**src/hw/pcg_pkg.sv**
```systemverilog
// Constants, register map and types shared by the clock generator control design.
package pcg_pkg;

	// ****************************************
	// Timing
	// ****************************************
	localparam int unsigned SYS_CLK_MHZ = 100;
	localparam int unsigned LOCK_TIME_US = 300;
	localparam int unsigned LOCK_CYCLES = LOCK_TIME_US * SYS_CLK_MHZ;
	localparam int unsigned LOCK_W = 16;

	// ****************************************
	// Register map (byte addresses)
	// ****************************************
	localparam logic [7:0] ADDR_LOCK = 8'h00;
	localparam logic [7:0] ADDR_MAIN = 8'h04;
	localparam logic [7:0] ADDR_USB = 8'h08;
	localparam logic [7:0] ADDR_DIV = 8'h0C;
	localparam logic [7:0] ADDR_SLOW = 8'h10;
	localparam logic [7:0] ADDR_STAT = 8'h14;

	// ****************************************
	// Field layouts and reset values
	// ****************************************
	localparam int unsigned PLL_M_LSB = 12;
	localparam int unsigned PLL_P_LSB = 4;
	localparam int unsigned PLL_S_LSB = 0;
	localparam logic [8:0] PLL_M_OFS = 9'h008;
	localparam logic [6:0] PLL_P_OFS = 7'h02;
	localparam logic [31:0] MAIN_CFG_RST = 32'h00050010;
	localparam logic [31:0] USB_CFG_RST = 32'h00030010;
	localparam int unsigned DIV_PSEL_BIT = 0;
	localparam int unsigned DIV_HSEL_LSB = 1;
	localparam int unsigned DIV_QHALF_BIT = 8;
	localparam int unsigned DIV_THALF_BIT = 9;
	localparam logic [9:0] DIV_RST = 10'h000;
	localparam int unsigned SLOW_USB_OFF_BIT = 7;
	localparam int unsigned RATIO_W = 5;
	localparam logic [1:0] RESP_OKAY = 2'h0;
	localparam logic [1:0] RESP_SLVERR = 2'h2;

	typedef enum logic [1:0] {CORE_OFF, CORE_REF, CORE_PLL} pcg_core_mode_t;

endpackage

```
**src/hw/pcg_ratio_div.sv**
```systemverilog
// Glitch-free integer divider of a sampled clock level.
`timescale 1ns/1ps
module pcg_ratio_div
	import pcg_pkg::*;
(
	// Clock and reset
	input wire logic sys_clk_i,
	input wire logic reset_i,
	// Source and ratio
	input wire logic src_i,
	input wire logic [RATIO_W-1:0] ratio_i,
	// Divided clock
	output logic clk_o
);

	logic src_prev_q;
	logic [RATIO_W-1:0] cnt_q;
	logic [RATIO_W-1:0] cnt_d;
	logic [RATIO_W-1:0] ratio_q;
	logic rise;

	assign rise = src_i & ~src_prev_q;
	assign cnt_d = (cnt_q >= ratio_q - RATIO_W'(1)) ? '0 : cnt_q + RATIO_W'(1);

	always_ff @(posedge sys_clk_i or posedge reset_i) begin
		if (reset_i) begin
			src_prev_q <= 1'b0;
		end else begin
			src_prev_q <= src_i;
		end
	end

	// A new ratio is taken only at the end of a whole output period.
	always_ff @(posedge sys_clk_i or posedge reset_i) begin
		if (reset_i) begin
			cnt_q <= '0;
			ratio_q <= RATIO_W'(1);
		end else if (rise) begin
			cnt_q <= cnt_d;
			if (cnt_d == '0) begin
				ratio_q <= ratio_i;
			end
		end
	end

	always_ff @(posedge sys_clk_i or posedge reset_i) begin
		if (reset_i) begin
			clk_o <= 1'b0;
		end else if (ratio_q == RATIO_W'(1)) begin
			clk_o <= src_i;
		end else if (rise) begin
			clk_o <= (cnt_d < (ratio_q >> 1));
		end
	end

endmodule

```
**src/hw/pcg_clock_ctrl.sv**
```systemverilog
// Clock generator control: boot source latch, PLL lock timing, clock muxes and ratios.
`timescale 1ns/1ps

// Functional notes
// - Latch boot clock-select pins at reset release.
// - Latched bits pick main and USB sources.
// - Boot mode 11 makes select bits test mode.
// - Core runs from reference until main config written.
// - Main PLL output follows M+8, P+2, S formula.
// - Core clock off during lock, reset, wakeup.
// - Main PLL runs default configuration after reset.
// - Lock restarts on write; then core uses PLL.
// - Divider write during lock waits; applied at lock end.
// - USB clock: reference, low during lock, then PLL.
// - Slow control USB PLL off gives reference clock.
// - Bus select 0/1 with peripheral select ratios.
// - Bus select 3 and 2 with halve bits.
// - Divider applies after lock, reset, power-mode change.
// - Divider change outside lock takes about one bus period.
// - Lock interval counted from programmable count register.
module pcg_clock_ctrl
	import pcg_pkg::*;
#(
	parameter logic [LOCK_W-1:0] LOCK_RESET = LOCK_W'(LOCK_CYCLES)
) (
	// Clock and reset
	input wire logic sys_clk_i,
	input wire logic reset_i,
	// Pins and sources
	input wire logic reset_n_pin_i,
	input wire logic boot_clock_select_hi_i,
	input wire logic boot_clock_select_lo_i,
	input wire logic [1:0] boot_mode_pins_i,
	input wire logic crystal_input_i,
	input wire logic external_clock_input_i,
	input wire logic main_pll_clk_i,
	input wire logic usb_pll_clk_i,
	// Power management events
	input wire logic wakeup_i,
	input wire logic power_mode_change_i,
	// Clock outputs
	output logic core_clock_o,
	output logic bus_clock_o,
	output logic periph_clock_o,
	output logic usb_clock_o,
	// PLL settings to the analog macros and test mode outputs
	output logic [8:0] main_pll_m_o,
	output logic [6:0] main_pll_p_o,
	output logic [1:0] main_pll_s_o,
	output logic [8:0] usb_pll_m_o,
	output logic [6:0] usb_pll_p_o,
	output logic [1:0] usb_pll_s_o,
	output logic usb_pll_on_o,
	output logic test_mode_o,
	output logic [1:0] test_mode_sel_o,
	// AXI4-Lite slave
	input wire logic [7:0] s_axi_awaddr_i,
	input wire logic s_axi_awvalid_i,
	output logic s_axi_awready_o,
	input wire logic [31:0] s_axi_wdata_i,
	input wire logic [3:0] s_axi_wstrb_i,
	input wire logic s_axi_wvalid_i,
	output logic s_axi_wready_o,
	output logic [1:0] s_axi_bresp_o,
	output logic s_axi_bvalid_o,
	input wire logic s_axi_bready_i,
	input wire logic [7:0] s_axi_araddr_i,
	input wire logic s_axi_arvalid_i,
	output logic s_axi_arready_o,
	output logic [31:0] s_axi_rdata_o,
	output logic [1:0] s_axi_rresp_o,
	output logic s_axi_rvalid_o,
	input wire logic s_axi_rready_i
);

	// ****************************************
	// Declarations
	// ****************************************
	logic rst_pin_prev_q;
	logic [1:0] boot_sel_q;
	logic boot_test_q;
	logic [LOCK_W-1:0] lock_time_q;
	logic [31:0] main_cfg_q;
	logic [31:0] usb_cfg_q;
	logic [9:0] div_cfg_q;
	logic [9:0] div_act_q;
	logic [31:0] slow_q;
	logic main_written_q;
	logic usb_written_q;
	logic [LOCK_W-1:0] main_lock_q;
	logic [LOCK_W-1:0] usb_lock_q;
	pcg_core_mode_t core_mode_q;
	pcg_core_mode_t core_mode_d;
	logic mode_ok;
	logic cur_low;
	logic main_ref;
	logic usb_ref;
	logic main_locking;
	logic main_lock_end;
	logic aw_have_q;
	logic w_have_q;
	logic [7:0] awaddr_q;
	logic [31:0] wdata_q;
	logic [3:0] wstrb_q;
	logic [31:0] wmask;
	logic wr_go;
	logic wr_main;
	logic wr_usb;
	logic wr_div;
	logic [31:0] rd_data;
	logic rd_ok;
	logic [RATIO_W-1:0] bus_ratio;
	logic [RATIO_W-1:0] per_ratio;

	// ****************************************
	// Boot clock-select latch
	// ****************************************
	always_ff @(posedge sys_clk_i or posedge reset_i) begin
		if (reset_i) begin
			rst_pin_prev_q <= 1'b0;
			boot_sel_q <= 2'h0;
			boot_test_q <= 1'b0;
		end else begin
			rst_pin_prev_q <= reset_n_pin_i;
			if (reset_n_pin_i && !rst_pin_prev_q) begin
				boot_sel_q <= {boot_clock_select_hi_i, boot_clock_select_lo_i};
				boot_test_q <= &boot_mode_pins_i;
			end
		end
	end

	// In test mode the select bits do not pick sources; the crystal drives both.
	assign main_ref = (!boot_test_q && boot_sel_q[1]) ? external_clock_input_i
		: crystal_input_i;
	assign usb_ref = (!boot_test_q && boot_sel_q[0]) ? external_clock_input_i
		: crystal_input_i;
	assign test_mode_o = boot_test_q;
	assign test_mode_sel_o = boot_test_q ? boot_sel_q : 2'h0;

	// ****************************************
	// AXI4-Lite write path
	// ****************************************
	assign s_axi_awready_o = !aw_have_q && !s_axi_bvalid_o;
	assign s_axi_wready_o = !w_have_q && !s_axi_bvalid_o;
	assign wr_go = aw_have_q && w_have_q;
	assign wr_main = wr_go && (awaddr_q == ADDR_MAIN);
	assign wr_usb = wr_go && (awaddr_q == ADDR_USB);
	assign wr_div = wr_go && (awaddr_q == ADDR_DIV);

	generate
		for (genvar b = 0; b < 4; b++) begin : g_mask
			assign wmask[8*b +: 8] = {8{wstrb_q[b]}};
		end
	endgenerate

	always_ff @(posedge sys_clk_i or posedge reset_i) begin
		if (reset_i) begin
			aw_have_q <= 1'b0;
			w_have_q <= 1'b0;
			awaddr_q <= 8'h00;
			wdata_q <= 32'h00000000;
			wstrb_q <= 4'h0;
			s_axi_bvalid_o <= 1'b0;
			s_axi_bresp_o <= RESP_OKAY;
		end else begin
			if (s_axi_awvalid_i && s_axi_awready_o) begin
				aw_have_q <= 1'b1;
				awaddr_q <= s_axi_awaddr_i;
			end
			if (s_axi_wvalid_i && s_axi_wready_o) begin
				w_have_q <= 1'b1;
				wdata_q <= s_axi_wdata_i;
				wstrb_q <= s_axi_wstrb_i;
			end
			if (wr_go) begin
				aw_have_q <= 1'b0;
				w_have_q <= 1'b0;
				s_axi_bvalid_o <= 1'b1;
				s_axi_bresp_o <= (awaddr_q[1:0] == 2'h0 && awaddr_q <= ADDR_SLOW) ? RESP_OKAY
					: RESP_SLVERR;
			end else if (s_axi_bready_i) begin
				s_axi_bvalid_o <= 1'b0;
			end
		end
	end

	// Writing the same value still counts: any write to a PLL config starts a lock.
	always_ff @(posedge sys_clk_i or posedge reset_i) begin
		if (reset_i) begin
			lock_time_q <= LOCK_RESET;
			main_cfg_q <= MAIN_CFG_RST;
			usb_cfg_q <= USB_CFG_RST;
			div_cfg_q <= DIV_RST;
			slow_q <= 32'h00000000;
		end else if (wr_go) begin
			case (awaddr_q)
				ADDR_LOCK: lock_time_q <= (lock_time_q & ~wmask[LOCK_W-1:0])
					| (wdata_q[LOCK_W-1:0] & wmask[LOCK_W-1:0]);
				ADDR_MAIN: main_cfg_q <= (main_cfg_q & ~wmask) | (wdata_q & wmask);
				ADDR_USB: usb_cfg_q <= (usb_cfg_q & ~wmask) | (wdata_q & wmask);
				ADDR_DIV: div_cfg_q <= (div_cfg_q & ~wmask[9:0]) | (wdata_q[9:0] & wmask[9:0]);
				ADDR_SLOW: slow_q <= (slow_q & ~wmask) | (wdata_q & wmask);
				default: ;
			endcase
		end
	end

	// ****************************************
	// AXI4-Lite read path
	// ****************************************
	always_comb begin
		rd_ok = 1'b1;
		rd_data = 32'h00000000;
		case (s_axi_araddr_i)
			ADDR_LOCK: rd_data = 32'(lock_time_q);
			ADDR_MAIN: rd_data = main_cfg_q;
			ADDR_USB: rd_data = usb_cfg_q;
			ADDR_DIV: rd_data = 32'(div_cfg_q);
			ADDR_SLOW: rd_data = slow_q;
			ADDR_STAT: rd_data = {24'h000000, main_locking, usb_lock_q != '0,
				core_mode_q == CORE_PLL, usb_written_q, main_written_q, boot_test_q, boot_sel_q};
			default: rd_ok = 1'b0;
		endcase
	end

	assign s_axi_arready_o = !s_axi_rvalid_o;

	always_ff @(posedge sys_clk_i or posedge reset_i) begin
		if (reset_i) begin
			s_axi_rvalid_o <= 1'b0;
			s_axi_rdata_o <= 32'h00000000;
			s_axi_rresp_o <= RESP_OKAY;
		end else if (s_axi_arvalid_i && s_axi_arready_o) begin
			s_axi_rvalid_o <= 1'b1;
			s_axi_rdata_o <= rd_data;
			s_axi_rresp_o <= rd_ok ? RESP_OKAY : RESP_SLVERR;
		end else if (s_axi_rready_i) begin
			s_axi_rvalid_o <= 1'b0;
		end
	end

	// ****************************************
	// PLL settings
	// ****************************************
	assign main_pll_m_o = 9'(main_cfg_q[PLL_M_LSB +: 8]) + PLL_M_OFS;
	assign main_pll_p_o = 7'(main_cfg_q[PLL_P_LSB +: 6]) + PLL_P_OFS;
	assign main_pll_s_o = main_cfg_q[PLL_S_LSB +: 2];
	assign usb_pll_m_o = 9'(usb_cfg_q[PLL_M_LSB +: 8]) + PLL_M_OFS;
	assign usb_pll_p_o = 7'(usb_cfg_q[PLL_P_LSB +: 6]) + PLL_P_OFS;
	assign usb_pll_s_o = usb_cfg_q[PLL_S_LSB +: 2];
	assign usb_pll_on_o = !slow_q[SLOW_USB_OFF_BIT];

	// ****************************************
	// Lock timers
	// ****************************************
	assign main_locking = (main_lock_q != '0);
	assign main_lock_end = (main_lock_q == LOCK_W'(1));

	// The timer starts loaded, so power-on reset also waits one lock time.
	always_ff @(posedge sys_clk_i or posedge reset_i) begin
		if (reset_i) begin
			main_lock_q <= LOCK_RESET;
			main_written_q <= 1'b0;
		end else begin
			if (wr_main) begin
				main_lock_q <= lock_time_q;
				main_written_q <= 1'b1;
			end else if (wakeup_i) begin
				main_lock_q <= lock_time_q;
			end else if (main_locking) begin
				main_lock_q <= main_lock_q - LOCK_W'(1);
			end
		end
	end

	always_ff @(posedge sys_clk_i or posedge reset_i) begin
		if (reset_i) begin
			usb_lock_q <= '0;
			usb_written_q <= 1'b0;
		end else if (wr_usb) begin
			usb_lock_q <= lock_time_q;
			usb_written_q <= 1'b1;
		end else if (usb_lock_q != '0) begin
			usb_lock_q <= usb_lock_q - LOCK_W'(1);
		end
	end

	// ****************************************
	// Core clock source
	// ****************************************
	always_comb begin
		if (main_locking) begin
			core_mode_d = CORE_OFF;
		end else if (main_written_q) begin
			core_mode_d = CORE_PLL;
		end else begin
			core_mode_d = CORE_REF;
		end
		case (core_mode_d)
			CORE_OFF: mode_ok = 1'b1;
			CORE_REF: mode_ok = !main_ref;
			CORE_PLL: mode_ok = !main_pll_clk_i;
			default: mode_ok = 1'b1;
		endcase
		case (core_mode_q)
			CORE_OFF: cur_low = 1'b1;
			CORE_REF: cur_low = !main_ref;
			CORE_PLL: cur_low = !main_pll_clk_i;
			default: cur_low = 1'b1;
		endcase
	end

	// A switch waits until the current source is low, so the output never launches a
	// clipped high pulse; leaving a low output for a running source also needs the new
	// source low, so no low phase is clipped either.
	always_ff @(posedge sys_clk_i or posedge reset_i) begin
		if (reset_i) begin
			core_mode_q <= CORE_OFF;
		end else if (cur_low && mode_ok && (!core_clock_o || core_mode_d == CORE_OFF)) begin
			core_mode_q <= core_mode_d;
		end
	end

	always_ff @(posedge sys_clk_i or posedge reset_i) begin
		if (reset_i) begin
			core_clock_o <= 1'b0;
		end else begin
			case (core_mode_q)
				CORE_OFF: core_clock_o <= 1'b0;
				CORE_REF: core_clock_o <= main_ref;
				CORE_PLL: core_clock_o <= main_pll_clk_i;
				default: core_clock_o <= 1'b0;
			endcase
		end
	end

	// ****************************************
	// USB clock
	// ****************************************
	always_ff @(posedge sys_clk_i or posedge reset_i) begin
		if (reset_i) begin
			usb_clock_o <= 1'b0;
		end else if (slow_q[SLOW_USB_OFF_BIT] || !usb_written_q) begin
			usb_clock_o <= usb_ref;
		end else if (usb_lock_q != '0) begin
			usb_clock_o <= 1'b0;
		end else begin
			usb_clock_o <= usb_pll_clk_i;
		end
	end

	// ****************************************
	// Divider ratios
	// ****************************************
	always_ff @(posedge sys_clk_i or posedge reset_i) begin
		if (reset_i) begin
			div_act_q <= DIV_RST;
		end else if ((wr_div && !main_locking) || main_lock_end || power_mode_change_i) begin
			div_act_q <= wr_div ? ((div_cfg_q & ~wmask[9:0]) | (wdata_q[9:0] & wmask[9:0]))
				: div_cfg_q;
		end
	end

	always_comb begin
		case (div_act_q[DIV_HSEL_LSB +: 2])
			2'h0: bus_ratio = RATIO_W'(1);
			2'h1: bus_ratio = RATIO_W'(2);
			2'h3: bus_ratio = div_act_q[DIV_THALF_BIT] ? RATIO_W'(6) : RATIO_W'(3);
			2'h2: bus_ratio = div_act_q[DIV_QHALF_BIT] ? RATIO_W'(8) : RATIO_W'(4);
			default: bus_ratio = RATIO_W'(1);
		endcase
		per_ratio = div_act_q[DIV_PSEL_BIT] ? RATIO_W'(bus_ratio << 1) : bus_ratio;
	end

	pcg_ratio_div u_bus_div (
		.sys_clk_i(sys_clk_i),
		.reset_i(reset_i),
		.src_i(core_clock_o),
		.ratio_i(bus_ratio),
		.clk_o(bus_clock_o)
	);

	pcg_ratio_div u_per_div (
		.sys_clk_i(sys_clk_i),
		.reset_i(reset_i),
		.src_i(core_clock_o),
		.ratio_i(per_ratio),
		.clk_o(periph_clock_o)
	);
endmodule

```
**config.mk**
```make
export PLATFORM = sky130hd
export DESIGN_NAME = pcg_clock_ctrl
export DESIGN_NICKNAME = d
export VERILOG_FILES = /design/src/hw/pcg_pkg.sv /design/src/hw/pcg_ratio_div.sv /design/src/hw/pcg_clock_ctrl.sv
export SDC_FILE = /design/constraint.sdc
export NUM_CORES = 1
export LEC_CHECK = 0
export BUFFER_PORTS_ARGS = -buffer_cell sky130_fd_sc_hd__buf_2
export CAP_MARGIN = 20
export CELL_PAD_IN_SITES_DETAIL_PLACEMENT = 1
export CELL_PAD_IN_SITES_GLOBAL_PLACEMENT = 1
export CORE_ASPECT_RATIO = 0.9
export CORE_MARGIN = 1
export CORE_UTILIZATION = 35
export DETAILED_ROUTE_END_ITERATION = 8
export PLACE_DENSITY = 0.74
export SETUP_SLACK_MARGIN = 0.2
export SLEW_MARGIN = 20
export SYNTH_ARGS = -nofsm -noshare
export SYNTH_HDL_FRONTEND = slang
export SYNTH_SLANG_ARGS = --single-unit
```
**constraint.sdc**
```tcl
create_clock -name sys_clk_i -period 16.2 [get_ports sys_clk_i]
set_input_delay 4.86 -clock sys_clk_i [delete_from_list [all_inputs] [get_ports sys_clk_i]]
set_output_delay 4.86 -clock sys_clk_i [all_outputs]
set_load 0.03 [all_outputs]
```
# Word-level counts from Yosys, hierarchy flattened
# Index checks and enable logic that the tools add are counted.
# W data, S select, Z words.
[classes]
addsub = 10
n_bitwise = 18
mux = 38
magnitude_cmp = 5
eq_ne = 19
n_reduce_logical = 58
[op_table]
columns = ["operator", "count"]
rows = [
  ["$pmux W32 S6", 1],
  ["$and A32 B32 Y32", 4],
  ["$or A32 B32 Y32", 3],
  ["$mux W16", 5],
  ["$and A16 B16 Y16", 2],
  ["$eq A8 B4 Y1 const B", 4],
  ["$not A32 Y32", 1],
  ["$reduce_bool A16 Y1", 2],
  ["$sub A16 B1 Y16 const B", 2],
  ["$eq A8 B5 Y1 const B", 3],
  ["$and A10 B10 Y10", 2],
  ["$pmux W5 S4", 1],
  ["$add A8 B4 Y9 const B", 2],
  ["$mux W1", 17],
  ["$eq A16 B1 Y1 const B", 1],
  ["$eq A8 B3 Y1 const B", 2],
  ["$logic_and A1 B1 Y1", 16],
  ["$logic_not A8 Y1", 2],
  ["$not A16 Y16", 1],
  ["$or A16 B16 Y16", 1],
  ["$reduce_and A2 Y1", 8],
  ["$mux W5", 3],
  ["$add A6 B2 Y7 const B", 2],
  ["$reduce_bool A2 Y1", 7],
  ["23 further kinds", 56],
]
[totals]
word_cells = 181
reg_bits = 281
in_bits = 70
out_inout_bits = 85

# Logic depth before layout (Yosys ltp)
[logic_depth]
ltp_word = 7
depth_mapped = 13
mapped_depth_nobuf = 13

# Hierarchy
# A second synthesis with hierarchy kept.
[unflattened]
cells_unflattened = 1139
area_unflattened_um2 = 13461.7
[by_module_without_submodules]
columns = ["module", "area_per_inst_um2", "seq_area_each_um2", "n_inst", "cells_each"]
rows = [
  ["pcg_clock_ctrl", 11674.9, 6306.0, 1, 961],
  ["pcg_ratio_div", 893.4, 301.5, 2, 89],
]

# Worst setup path before layout
# OpenSTA, ideal clock, no wires.
[synth_path]
path_type = "input -> register"
from = "in s_axi_araddr_i[5]"
to = "reg s_axi_rdata_o[10]"
stages = 8
required_ns = 16.136
setup_slack_ns = 9.591
setup_time_ns = 0.064
t_arrival_ns = 6.544
n_path_buf = 3
path_cell_list = "or4_4 > buf_6 > or3_1 > buf_6 > a21o_4 > buf_6 > a21oi_1 > a21o_1"
[synth_via]
elab_chain_len = 2
elab_cells_between_ends = 7
cone_classes = "5 x eq/ne; 1 x mux; 1 x reduce/logical"
[synth_lines]
columns = ["element", "line", "rtl"]
rows = [
  ["from (decl)", "pcg_clock_ctrl.sv:67", "input wire logic [7:0] s_axi_araddr_i,"],
  ["$eq A8 B5 Y1, or another cell as far along", "pcg_clock_ctrl.sv:214", "case (s_axi_araddr_i)"],
  ["$pmux W32 S6 *", "pcg_clock_ctrl.sv:214", ""],
  ["to (signal assigned)", "pcg_clock_ctrl.sv:235", "s_axi_rdata_o <= rd_data;"],
  ["to (decl)", "pcg_clock_ctrl.sv:70", "output logic [31:0] s_axi_rdata_o,"],
]
# Every way passes the cells marked *; elsewhere a longest branch is shown, timed or not.
# A chain may end at the register's enable or synchronous reset.

==> results by stage <==
Synthesis:
- The flop and latch count out of synthesis is 273.
- The count of flip-flops with a built-in enable after synthesis is 0.
- Sorting the synthesized cells by area gives the leading types as dfrtp_1 (48%), mux2_2 (15%), dfstp_2 (4.4%), ha_1 (2.9%), nand2_1 (2.7%).
- Synthesis produced a netlist whose cell count is 1124.
- The Yosys warning count is 0.
- The number of distinct library cell variants in the gate-level netlist after synthesis is 66.
- The library cell with the largest summed area after synthesis is dfrtp_1.
- The synthesized area per cell is 11.7 um2.
- The portion of the post-synthesis area used by sequential elements is 52.3%.
- The cell area that synthesis handed to floorplanning was approximately 0.013 mm2.
- The share of synthesized area in the top cell type comes to 47.9%.
- The most used flip-flop cell after synthesis is dfrtp_1.
- The async set-reset flop share out of synthesis is 100%.

Final layout:
- Once layout is done, the placed cells without fillers occupy about 0.015 mm2.
- The number of nets in the final layout is 1360.
- The share of final-layout standard cells stronger than drive strength 1 is 34.2%.
- The layout overhead on the synthesized area is 16.1%.

Worst setup path:
- The library cell contributing the largest single delay on the critical path is dfrtp_1.
- The required time reported for the critical path endpoint is 11.34 ns.
- The start-to-end type of the worst setup path is reg -> out.
- The signal arrival time at the worst endpoint is between 2 and 2.5 ns.
- For flop-to-flop paths, the worst setup slack is 12.89 ns.
- In this run the worst path has a maximum fanout of 6.
- The critical path goes through ha_1 > nand3_1 > xnor2_1 > buf_2.
- STA classifies the critical path startpoint as a register.
- The critical path capture point type is an output port.
- The delay contributed by the slowest stage of the critical path is 0.56 ns.

GRT:
- The first global-routing pass estimated roughly 58 mm of wire.
- The number of antenna violations at the first check in global routing is 3.
- The number of global-route vias before repair is 9930.
- The largest net degree at the start of global routing is roughly 170.
- The overall routing resource usage is 19.7%.
- After global routing the overflow that remains totals 0.

CTS:
- Gates resized during post-CTS repair numbered 0.
- The buffer cell driving the clock tree root is clkbuf_16.
- The worst-case clock buffer depth is 3.
- The CTS H-tree depth is 1.
- TritonCTS built the clock tree.
- Buffers added to address setup during post-CTS repair amount to 0.
- The total of hold buffers inserted after clock tree synthesis is 0.
- The number of clock sinks seen by CTS is roughly 270.
- The clock transition time at the flip-flop clock pins of the worst setup and hold paths is 0.06 ns.
- Clock tree synthesis inserted a total of 30 buffers.
- The clock latency at the later pin of the worst-skew pair is 0.57 ns.

Timing:
- The number of pins with negative max-slew slack in the final report was 0.
- Across the routed clock network, the largest skew measured is 0.0255 ns.
- The final sum of negative setup slack is 0 ns.
- At the pin with the least slew margin, the transition time is 0.955 ns.
- Setup repair after global routing left no endpoint under its margin.
- The routed design could run at a clock period as short as 6.87 ns.
- The worst max-slew margin expressed relative to the limit is a little over a third.
- Timing would allow up to 145 MHz.
- The number of endpoints with negative hold slack in the final report is 0.
- The share of the clock period used by the worst path is a little over two fifths.
- Setup slack on the critical path of the routed design comes to 9.33 ns.
- Setup violations remaining at the end of the flow were counted as 0.

Route:
- In the final routed layout, each cell accounts on average for 20.9 um.
- The antenna violation net count after detailed routing is 0.
- After detailed routing, the number of vias per cell comes to 5.34.
- In the routed design, unresolved DRC markers number 0.
- The number of iterations in the first detailed-routing pass is 5.
- The first routing iteration left 501 violations.
- Wires add up to 36.8 mm.
- The routed layout has 9404 vias.

Die:
- The overall die height is 186 um.
- The region available for standard cell placement spans 0.0365 mm2.
- The initial core utilization is a little over a third.
- The standard-cell row count is 66.
- The count of boundary I/O pins is roughly 160.
- The die outline area is 0.0382 mm2.
- The overall die width is 206 um.

Status:
- The flow ran to the end, and the final reports show no timing, DRC or antenna violations.

Placement:
- The placement-stage cell area is 0.0143 mm2.
- The number of I/O port buffers is 152.
- The global placer's final weighted congestion is 0.822.
- Detailed placement ended at an HPWL of 25.7 mm.
- Timing analysis after detailed placement gives a worst setup slack of 9.25 ns.

Pwr:
- For this design the ratio of total power to cell area is 135 mW/mm2.
- The peak ir drop on the vdd network is 92.2 uV.
- The cell leakage power is 7.17 nW.

Flow run:
- Max-cap violations in this run came to 0.

Min path:
- The path category of the worst min-delay check is reg -> reg.
-- layer usage --
layer | vias to the layer above | track usage [%] | wire length [um]
li1 | 4283 | - | -
met1 | 4850 | 28.0 | 17300
met2 | 222 | 31.5 | 16900
met3 | 45 | 3.31 | 2060
met4 | 4 | 4.00 | 595
met5 | - | 0 | 27
-- synthesized netlist by cell type, types with 6 or more instances --
cell,count
a211oi_1,10
a21o_1,12
a21oi_1,39
a222oi_1,7
a22o_1,17
a31oi_1,11
and2_1,8
buf_2,10
buf_4,16
clkbuf_1,27
dfrtp_1,251
dfstp_2,22
ha_1,30
inv_1,32
mux2_2,180
mux2i_1,25
nand2_1,96
nand2_2,7
nand2b_1,14
nand3_1,35
nor2_1,55
nor2b_1,8
nor3_1,12
nor4_1,6
o21ai_0,48
o21ai_1,10
o2bb2ai_1,8
o31ai_1,10
or3_1,8
xnor2_1,29
xor2_1,13
-- final timing paths --
path | from | endpoint | cells after the start
max in group asynchronous | reset_i | u_per_div.ratio_q[1] | 3
setup reg to reg | u_per_div.ratio_q[0] | u_per_div.clk_o | 13
min in group asynchronous | reset_i | wdata_q[13] | 2
hold reg to reg | s_axi_rdata_o[2] | s_axi_rdata_o[2] | 2
setup / recovery | register | usb_pll_p_o[5] | 4
hold / removal | s_axi_rdata_o[2] | s_axi_rdata_o[2] | 2
-- power breakdown --
group | internal [W] | switching [W]
Sequential | 0.000825 | 0.000174
Combinational | 0.000187 | 0.000208
Clock | 0.000382 | 0.000279
Total | 0.00139 | 0.000662
-- area by class of cell --
cell class,count,area [um2]
antenna,2,5.00
clock buffer,47,905
clock inverter,8,56.3
fill,4025,21300
inverter,32,128
multi-input combinational,762,5830
sequential,273,6860
tap,476,596
timing repair buffer,161,841
-- stage by stage --
step / power (W) / cells / hold WS, ns / util [%]
6_report: 0.00205 / 1761 / 0.482 / 41.7
3_5_place_dp: 0.00140 / 1704 / 0.463 / 39.1
5_1_grt: 0.00216 / 1759 / 0.519 / 41.7
3_3_place_gp: 0.00137 / 1704 / 0.462 / 39.1
2_1_floorplan: 0.00125 / 1125 / 0.457 / -
4_1_cts: 0.00207 / 1759 / 0.486 / 41.7
-- critical path: cells and delay by family (launching register included) --
kind          cells  cell delay, ns
xor+xnor          1            0.28
fa+ha+maj         1            0.26
buf+inv           1            0.26
flops             1            0.56
simple gates      1            0.11
-- layout by cell type, fill, tap and decap left out, types with 13 or more instances in the layout --
cell         n
a21oi_1     39
a22o_1      17
buf_2      152
clkbuf_16   30
dfrtp_1    251
dfstp_2     22
ha_1        30
inv_1       31
mux2_2     180
mux2i_1     25
nand2_1     96
nand2b_1    14
nand3_1     35
nor2_1      55
o21ai_0     48
xnor2_1     29
xor2_1      13
-- logic make-up after synthesis --
| family | share of synthesized area [%] |
|---|---|
| multiplexers | 17.7 |
| AND/OR/NAND/NOR | 11.2 |
| adder cells (fa/ha/maj) | 2.86 |
| XOR/XNOR | 2.81 |
| AO/OA/AOI/OAI | 9.61 |
| buffers and inverters | 3.42 |
| flip-flops | 52.3 |
| other | 0.0286 |
(Power assumes the default switching activity.)
